==> config.mk <==
export PLATFORM = sky130hd
export DESIGN_NAME = sl_status_led
export DESIGN_NICKNAME = d
export VERILOG_FILES = /design/src/sl_pkg.sv /design/src/sl_status_led.sv
export VERILOG_INCLUDE_DIRS = /design/src
export SDC_FILE = /design/constraint.sdc
export NUM_CORES = 1
export LEC_CHECK = 0
export BUFFER_PORTS_ARGS = -buffer_cell sky130_fd_sc_hd__buf_2
export CAP_MARGIN = 20
export CELL_PAD_IN_SITES_DETAIL_PLACEMENT = 0
export CELL_PAD_IN_SITES_GLOBAL_PLACEMENT = 1
export CORE_MARGIN = 2
export CORE_UTILIZATION = 35
export DETAILED_ROUTE_END_ITERATION = 8
export HOLD_SLACK_MARGIN = 0.08
export PLACE_DENSITY_LB_ADDON = 0.2
export SLEW_MARGIN = 25
export SYNTH_ARGS = -nofsm -noshare
export SYNTH_HDL_FRONTEND = slang
export SYNTH_SLANG_ARGS = --single-unit
==> constraint.sdc <==
create_clock -name core_clk_i -period 2.92 [get_ports core_clk_i]
set_input_delay 0.146 -clock core_clk_i [delete_from_list [all_inputs] [get_ports core_clk_i]]
set_output_delay 0.146 -clock core_clk_i [all_outputs]
set_load 0.02 [all_outputs]
==> src/sl_params.svh <==
// constants for the status indicator and progress code display
// assumes a 100 MHz core clock and a 32-bit plain register port
`ifndef SL_PARAMS_SVH
`define SL_PARAMS_SVH

// register offsets (byte addresses)
`define SL_OFS_CFG        8'h00
`define SL_OFS_POST       8'h04
`define SL_OFS_STAT       8'h08

// configuration and progress code register fields and reset values
`define SL_CFG_LSB        0
`define SL_CFG_MSB        7
`define SL_CFG_RST        8'h20
`define SL_POST_LSB       0
`define SL_POST_MSB       7
`define SL_POST_RST       8'h00

// status register fields
`define SL_STAT_LED_LSB   0
`define SL_STAT_LED_MSB   2
`define SL_STAT_ID_POS    3
`define SL_STAT_GRN_POS   4
`define SL_STAT_AMB_POS   5

// memory count above which unusable memory counts as degraded
`define SL_MIN_DIMMS      4'h1
// memory count at which a module failure leaves no good memory
`define SL_ONLY_DIMM      4'h1

// timing: blink rates in hertz, counts are half periods in cycles
`define SL_CLK_HZ         100000000
`define SL_SLOW_BLINK_HZ  1
`define SL_FAST_BLINK_HZ  3
`define SL_SLOW_HALF_CYC  (`SL_CLK_HZ / (2 * `SL_SLOW_BLINK_HZ))
`define SL_FAST_HALF_CYC  (`SL_CLK_HZ / (2 * `SL_FAST_BLINK_HZ))

`endif

==> src/sl_pkg.sv <==
// types for the status indicator and progress code display
// assumes sl_params.svh is compiled alongside
package sl_pkg;

  // indicator states, ordered by rising severity
  typedef enum logic [2:0] {
    st_off, st_green, st_green_blink, st_amber_blink, st_amber
  } sl_led_e;

  // identify indicator modes
  typedef enum logic [1:0] {id_off, id_blink, id_solid} sl_id_e;

  // configuration written by software
  typedef struct packed {
    logic [3:0] fan_min;
    logic       mirror_en;
    logic       spare_en;
    logic       fan_redund;
    logic       psu_redund;
  } sl_cfg_s;

  // register port
  typedef struct packed {
    logic [7:0]  addr;
    logic [31:0] wdata;
    logic        wr;
    logic        rd;
  } sl_bus_s;

  // platform health conditions, active high levels except the counts fans_ok and dimm_count and the index spare_dimm
  typedef struct packed {
    logic       ac_present;
    logic       bmc_ready;
    logic       psu_redund_lost;
    logic       fan_redund_lost;
    logic       fan_fault;
    logic [3:0] fans_ok;
    logic [4:0] noncrit_thresh;
    logic       psu_predictive;
    logic       battery_fail;
    logic       mem_unusable;
    logic [3:0] dimm_count;
    logic       ce_spare_migrated;
    logic [2:0] spare_dimm;
    logic       mirror_lost;
    logic       bmc_bootloader;
    logic       bmc_os_boot;
    logic       bmc_wdt_reset;
    logic       pu_config_err;
    logic       drive_hot_swap_controller_degraded;
    logic [4:0] crit_thresh;
    logic       regulator_hot_flag;
    logic       drive_fault;
    logic       pu_insufficient;
    logic       ce_over_thresh;
    logic       processor_catastrophic_error;
    logic       processor_identity_mismatch;
    logic       cpu1_absent;
    logic       thermal_trip_flag;
    logic       power_good;
    logic       dimm_failed;
    logic       mem_uncorrectable;
    logic       mem_thermal_trip;
    logic       south_bridge_thermal_trip;
    logic       processor_second_error;
    logic       bmc_video_mem_fail;
    logic       fw_images_bad;
    logic       va240_fault;
  } sl_health_s;

endpackage

==> src/sl_status_led.sv <==
// status indicator, identify indicator and progress code display
// assumes health levels synchronous to core_clk_i, bus per sl_bus_s
//
// Summary of operation
// - steady green when healthy, powered, controller booted
// - green blink on configured redundancy loss
// - green blink on fan fault above minimum
// - green blink on non-critical threshold crossing
// - green blink on predictive supply fail with supply redundancy configured, battery
// - green blink on unusable memory, several modules
// - green blink, lit module on sparing, mirror
// - bootloader stage: green blink, identify 3 Hz
// - controller OS boot: green blink, identify on
// - green blink on watchdog, config, hot-swap
// - amber blink on critical threshold crossing
// - amber blink on regulator hot, fans, drive
// - amber blink on too few power supplies
// - amber blink on unprotected correctable error excess
// - steady amber on processor fatal conditions
// - steady amber on power, memory, thermal faults
// - steady amber, identify on, firmware failures
// - code on eight indicators, bit 7 first
// - last code held until next write or reset

`include "sl_params.svh"

module sl_status_led
  import sl_pkg::*;
#(
  parameter int unsigned SLOW_HALF = `SL_SLOW_HALF_CYC,
  parameter int unsigned FAST_HALF = `SL_FAST_HALF_CYC,
  parameter int unsigned DIMM_NUM  = 8
) (
  // clock and reset
  input  wire logic                 core_clk_i,
  input  wire logic                 nrst_i,
  // register port
  input  wire sl_pkg::sl_bus_s      bus_i,
  output logic [31:0]               rdata_o,
  // platform health
  input  wire sl_pkg::sl_health_s   health_i,
  // indicators
  output logic                      status_green_o,
  output logic                      status_amber_o,
  output logic                      id_led_o,
  output logic [7:0]                post_leds_o,
  output logic [DIMM_NUM-1:0]       dimm_fault_o
);

  ////////////////////////////////////////////////////////////////
  // state of the block

  typedef struct packed {
    sl_cfg_s             cfg;
    logic [7:0]          post;
    logic [31:0]         slow_cnt;
    logic [31:0]         fast_cnt;
    logic                slow_ph;
    logic                fast_ph;
    sl_led_e             led;
    sl_id_e              id;
    logic                green;
    logic                amber;
    logic                id_on;
    logic [DIMM_NUM-1:0] dimm;
    logic [31:0]         rdata;
    logic                armed;
  } sl_state_s;

  sl_state_s st_reg;
  sl_state_s st_next;

  ////////////////////////////////////////////////////////////////
  // helpers

  // one-hot select of a memory module fault indicator
  function automatic logic [DIMM_NUM-1:0] onehot_f(input logic [2:0] idx);
    logic [DIMM_NUM-1:0] v;
    v = '0;
    v[idx] = 1'b1;
    return v;
  endfunction

  // next value of a half-period blink counter
  function automatic logic [31:0] tick_f(input logic [31:0] cnt, input int unsigned half);
    logic [31:0] last;
    last = half - 32'd1;
    if (cnt >= last) begin
      return 32'h0000_0000;
    end
    return cnt + 32'h0000_0001;
  endfunction

  // severity of the present health picture
  function automatic sl_led_e sev_f(input sl_health_s h, input sl_cfg_s c);
    logic fatal;
    logic crit;
    logic degr;
    logic mem_red;
    mem_red = c.spare_en | c.mirror_en;
    // fatal, system failed or shut down
    fatal = h.processor_catastrophic_error
          | h.processor_identity_mismatch
          | h.cpu1_absent
          | h.thermal_trip_flag
          | ~h.power_good
          | (h.dimm_failed & (h.dimm_count == `SL_ONLY_DIMM))
          | (h.mem_uncorrectable & ~mem_red)
          | h.mem_thermal_trip
          | h.south_bridge_thermal_trip
          | h.processor_second_error
          | h.bmc_video_mem_fail
          | h.fw_images_bad
          | h.va240_fault;
    // non-fatal alarm, likely to fail
    crit  = (|h.crit_thresh)
          | h.regulator_hot_flag
          | (h.fans_ok < c.fan_min)
          | h.drive_fault
          | h.pu_insufficient
          | (h.ce_over_thresh & ~mem_red);
    // degraded operation
    degr  = (h.psu_redund_lost & c.psu_redund)
          | (h.fan_redund_lost & c.fan_redund)
          | (h.fan_fault & (h.fans_ok > c.fan_min))
          | (|h.noncrit_thresh)
          | (h.psu_predictive & c.psu_redund)
          | h.battery_fail
          | (h.mem_unusable & (h.dimm_count > `SL_MIN_DIMMS))
          | (h.ce_spare_migrated & c.spare_en)
          | (h.mirror_lost & c.mirror_en)
          | h.bmc_bootloader
          | h.bmc_os_boot
          | ~h.bmc_ready
          | h.bmc_wdt_reset
          | h.pu_config_err
          | h.drive_hot_swap_controller_degraded;
    // most severe wins, no mains means off
    if (!h.ac_present) begin
      return st_off;
    end
    if (fatal) begin
      return st_amber;
    end
    if (crit) begin
      return st_amber_blink;
    end
    if (degr) begin
      return st_green_blink;
    end
    return st_green;
  endfunction

  ////////////////////////////////////////////////////////////////
  // next state

  // blink timers, register port, indicator decisions
  always_comb begin
    st_next = st_reg;
    st_next.rdata = 32'h0000_0000;
    st_next.armed = 1'b1;                         // low only during reset and in the cycle after it
    // free-running blink timers
    st_next.slow_cnt = tick_f(st_reg.slow_cnt, SLOW_HALF);
    st_next.fast_cnt = tick_f(st_reg.fast_cnt, FAST_HALF);
    if (st_next.slow_cnt == 32'h0000_0000) begin
      st_next.slow_ph = ~st_reg.slow_ph;
    end
    if (st_next.fast_cnt == 32'h0000_0000) begin
      st_next.fast_ph = ~st_reg.fast_ph;
    end
    // register writes
    if (bus_i.wr) begin
      case (bus_i.addr)
        `SL_OFS_CFG: begin
          st_next.cfg = bus_i.wdata[`SL_CFG_MSB:`SL_CFG_LSB];
        end
        `SL_OFS_POST: begin
          st_next.post = bus_i.wdata[`SL_POST_MSB:`SL_POST_LSB];
        end
        default: begin
        end
      endcase
    end
    // register reads, data stands one cycle
    if (bus_i.rd) begin
      case (bus_i.addr)
        `SL_OFS_CFG: begin
          st_next.rdata[`SL_CFG_MSB:`SL_CFG_LSB] = st_reg.cfg;
        end
        `SL_OFS_POST: begin
          st_next.rdata[`SL_POST_MSB:`SL_POST_LSB] = st_reg.post;
        end
        `SL_OFS_STAT: begin
          st_next.rdata[`SL_STAT_LED_MSB:`SL_STAT_LED_LSB] = st_reg.led;
          st_next.rdata[`SL_STAT_ID_POS] = st_reg.id_on;
          st_next.rdata[`SL_STAT_GRN_POS] = st_reg.green;
          st_next.rdata[`SL_STAT_AMB_POS] = st_reg.amber;
        end
        default: begin
        end
      endcase
    end
    // status indicator state and colour drive
    st_next.led = sev_f(health_i, st_reg.cfg);
    case (st_next.led)
      st_green: begin
        st_next.green = 1'b1;
        st_next.amber = 1'b0;
      end
      st_green_blink: begin
        st_next.green = st_next.slow_ph;
        st_next.amber = 1'b0;
      end
      st_amber_blink: begin
        st_next.green = 1'b0;
        st_next.amber = st_next.slow_ph;
      end
      st_amber: begin
        st_next.green = 1'b0;
        st_next.amber = 1'b1;
      end
      default: begin
        st_next.green = 1'b0;
        st_next.amber = 1'b0;
      end
    endcase
    // identify indicator follows controller stage
    if (health_i.bmc_video_mem_fail | health_i.fw_images_bad) begin
      st_next.id = id_solid;
    end else if (health_i.bmc_bootloader) begin
      st_next.id = id_blink;
    end else if (health_i.bmc_os_boot) begin
      st_next.id = id_solid;
    end else begin
      st_next.id = id_off;
    end
    case (st_next.id)
      id_blink: begin
        st_next.id_on = st_next.fast_ph;
      end
      id_solid: begin
        st_next.id_on = 1'b1;
      end
      default: begin
        st_next.id_on = 1'b0;
      end
    endcase
    // memory module fault indicator on spare migration
    if (health_i.ce_spare_migrated) begin
      st_next.dimm = onehot_f(health_i.spare_dimm);
    end else begin
      st_next.dimm = '0;
    end
  end

  ////////////////////////////////////////////////////////////////
  // state register

  // synchronous active-low reset
  always_ff @(posedge core_clk_i) begin
    if (!nrst_i) begin
      st_reg <= '0;
      st_reg.cfg <= `SL_CFG_RST;
      st_reg.post <= `SL_POST_RST;
    end else begin
      st_reg <= st_next;
    end
  end

  ////////////////////////////////////////////////////////////////
  // outputs

  // all indicators and read data come from the state register
  assign status_green_o = st_reg.green;
  assign status_amber_o = st_reg.amber;
  assign id_led_o       = st_reg.id_on;
  assign post_leds_o    = st_reg.post;
  assign dimm_fault_o   = st_reg.dimm;
  assign rdata_o        = st_reg.rdata;
endmodule

==> results.txt <==
Largest net degree at the start of global routing - 36
Routed Antenna Nets - 0
Most frequent cell after synthesis - dfxtp_1
Crit path launch - st_reg[95]
Most common flop cell mapped by yosys - dfxtp_1
Layout area overhead - 19.43%
Worst Hold Depth - 3
Fmax - 363.7 MHz
Setup crit end kind - register
#FFs+latches synth - 104
Synth Warn # - 0
# fillers - 1499
CP Capture Point - status_amber_o
Final Hold Fails - 0
Core area - 15030 um2
Leading area contributor after synthesis - dfxtp_1
Worst path slowest cell - or4_1
Initial Util - 35.35%
Worst-Margin Slew - 599.6 ps
Startpoint Class - register
Clock sinks - 104
Cell Area, Synth - 5314 um2
Total GRT Usage - 15.19%
Synth area leaders - dfxtp_1 (39%), buf_4 (6.8%), nor2_1 (6.4%)
Library cells used by synthesis - 61
Row cnt - 45
Vias per inst - 4.863
DP HPWL - 9168 um
Clock root buffer - clkbuf_16
Final design utilization - 42.21%
RSZ-0062 raised after global routing - false
I/O pin count - 148
CP max stage delay - 530 ps
Worst reg-to-reg path cell count - 8
Final setup fails - 0
Max Slew Vio Count - 0
Share of cells above drive strength 1 - 21.03%
Die area - 16180 um2
Synth top area share - 39.18%
N_diodes - 0
Total grt overflow - 0
Final worst-path cycle share - 94.15%
I/O Buffers - 99
CP Cell Sequence - clkinv_1 -> nor4_4 -> and2b_1 -> mux2i_1 -> or4_1 -> o31a_1 -> xnor2_1 -> a41o_1
Max rail drop VDD - 0.0002557 V
Grt met1 use - 19.68%
Max cap viols - 0
Number of flip-flops in the largest register - 77
Leakage power - 2.645 nW
Routed WL - 12240 um
Mean post-synth cell area - 8.557 um2
Sequential fraction of the synthesis area - 39.18%
RR Startpoint - st_reg[95]
Nets@finish - 839
Setup_tns - 0 ps
DR pass1 iterations - 4
Data required time at the worst endpoint - 3160 ps
CTS buffer count - 9
GP Congestion - 0.8318
Tmin final - 2749 ps
H-tree levels - 3
Initial antenna violation count - 0
Iteration-0 DRC Markers - 200
Clock latency on the worst-skew pair - 350 ps
Asr flop ratio synth - 0%
First-pass GRT wire length - 19940 um
Crit Path Class - register to register
Critical Path Fanout Max - 7
Rel. slew slack - 60.03%
CP arrival - 2990 ps
Average wire per standard cell - 13.23 um
Vias - 4498
Reg clk slew, reported paths - 70 ps
Die W - 127.2 um
PwrDens - 437.7 nW/um2
Vias in the first global route - 4187
Die H - 127.2 um
DR DRC count - 0
Met2 usage - 25.14%
Clk buf depth - 2
Met3 Use GR - 2.764%
Busiest grt layer - met2
Reg-to-Reg End - status_amber_o
Hold WS - 101.9 ps
R2R setup slack - 170 ps
Fin Clk Skew - 10.02 ps
HP Class - input port to register
Number of synthesized flops with an enable pin - 0
CTS tree - done
Status - completed
Synth top cells by count - dfxtp_1 (104), nor2_1 (91), buf_4 (48)
Mapped Cells - 621
[worst min path at each step]
stage / startpoint / slack, ps / to
after floorplan: health_i[30] / 220 / dimm_fault_o[2]
after global placement: health_i[30] / 370 / dimm_fault_o[3]
after detailed placement: health_i[30] / 380 / dimm_fault_o[3]
after CTS: bus_i[6] / 90 / st_reg[127]
after global routing: bus_i[6] / 110 / st_reg[127]
final: bus_i[6] / 100 / st_reg[127]
[area by class of cell]
type | count | area, um2 | share of cell area [%]
multi-input combinational | 467 | 2878 | 45.35
sequential | 104 | 2087 | 32.89
timing repair buffer | 136 | 798.3 | 12.58
clock buffer | 13 | 270.3 | 4.259
tap | 188 | 235.2 | 3.707
inverter | 14 | 52.55 | 0.8281
clock inverter | 3 | 25.02 | 0.3943
[cells in the final DEF, fill, tap and decap left out, types with 4 or more instances in the layout]
cell	instances
inv_1	13
nand3_1	24
dlygate4sd3_1	10
a211oi_1	4
nor4_1	19
nor2_1	91
a21oi_1	14
o21ai_0	11
clkbuf_16	9
nand2b_1	4
xor2_1	26
ha_1	10
buf_2	99
mux2i_1	29
and3_1	11
xnor2_1	18
or3_1	5
conb_1	38
dfxtp_2	4
buf_4	27
nand2_1	38
and2_1	7
nor2b_1	18
and4_1	5
nor3_1	12
nand4_1	24
dfxtp_1	100
[worst max-delay path, delay by kind of cell, from the launching register on]
kind	cells	cell delay [ps]
and+or+nand+nor	3	1200
xor gates and xnor gates	1	140
DFF	1	420
buffers and inverters	1	200
AOI/OAI and AO/OA	2	590
muxes	1	80
[kinds of logic after synthesis]
group | after synthesis | share of synthesized area (%)
AO/OA/AOI/OAI | 62 | 8.006
XOR/XNOR | 44 | 7.252
multiplexers | 30 | 5.675
other | 1 | 0.07057
flip-flops | 104 | 39.18
AND/OR/NAND/NOR | 283 | 27.83
adder cells (fa/ha/maj) | 10 | 2.355
buffers and inverters | 87 | 9.630
[where the power goes]
group          total, mW  internal, mW  switching [mW]  leakage [nW]
combinational      0.161        0.0687          0.0920          1.66
sequential          1.44          1.44         0.00697         0.847
clock               1.17         0.652           0.523         0.142
[routing by layer]
| metal | routed length (um) | part of all wire [%] |
|---|---|---|
| met5 | 0 | 0 |
| met4 | 259 | 2.1 |
| met3 | 479 | 3.9 |
| met2 | 5757 | 47 |
| met1 | 5746 | 47 |
[through the flow]
stage                     worst slack [ps]  instance area [um2]  cells  total power, mW
final                                170.8                 6346    925            2.778
after global routing                 16.37                 6346    925            2.904
after CTS                            61.50                 6292    921            2.825
after detailed placement             73.14                 5897    895            1.626
after global placement               122.3                 5897    895            1.622
after floorplan                      211.8                 5453    658            1.581
[repair_timing]
item,4_1_cts,5_1_grt
gates resized for setup,0,7
setup endpoints to repair,0,3
buffers inserted,0,4
endpoints found under the hold margin,18,0
hold buffers,10,0
Power figures use the tool's default switching activity.
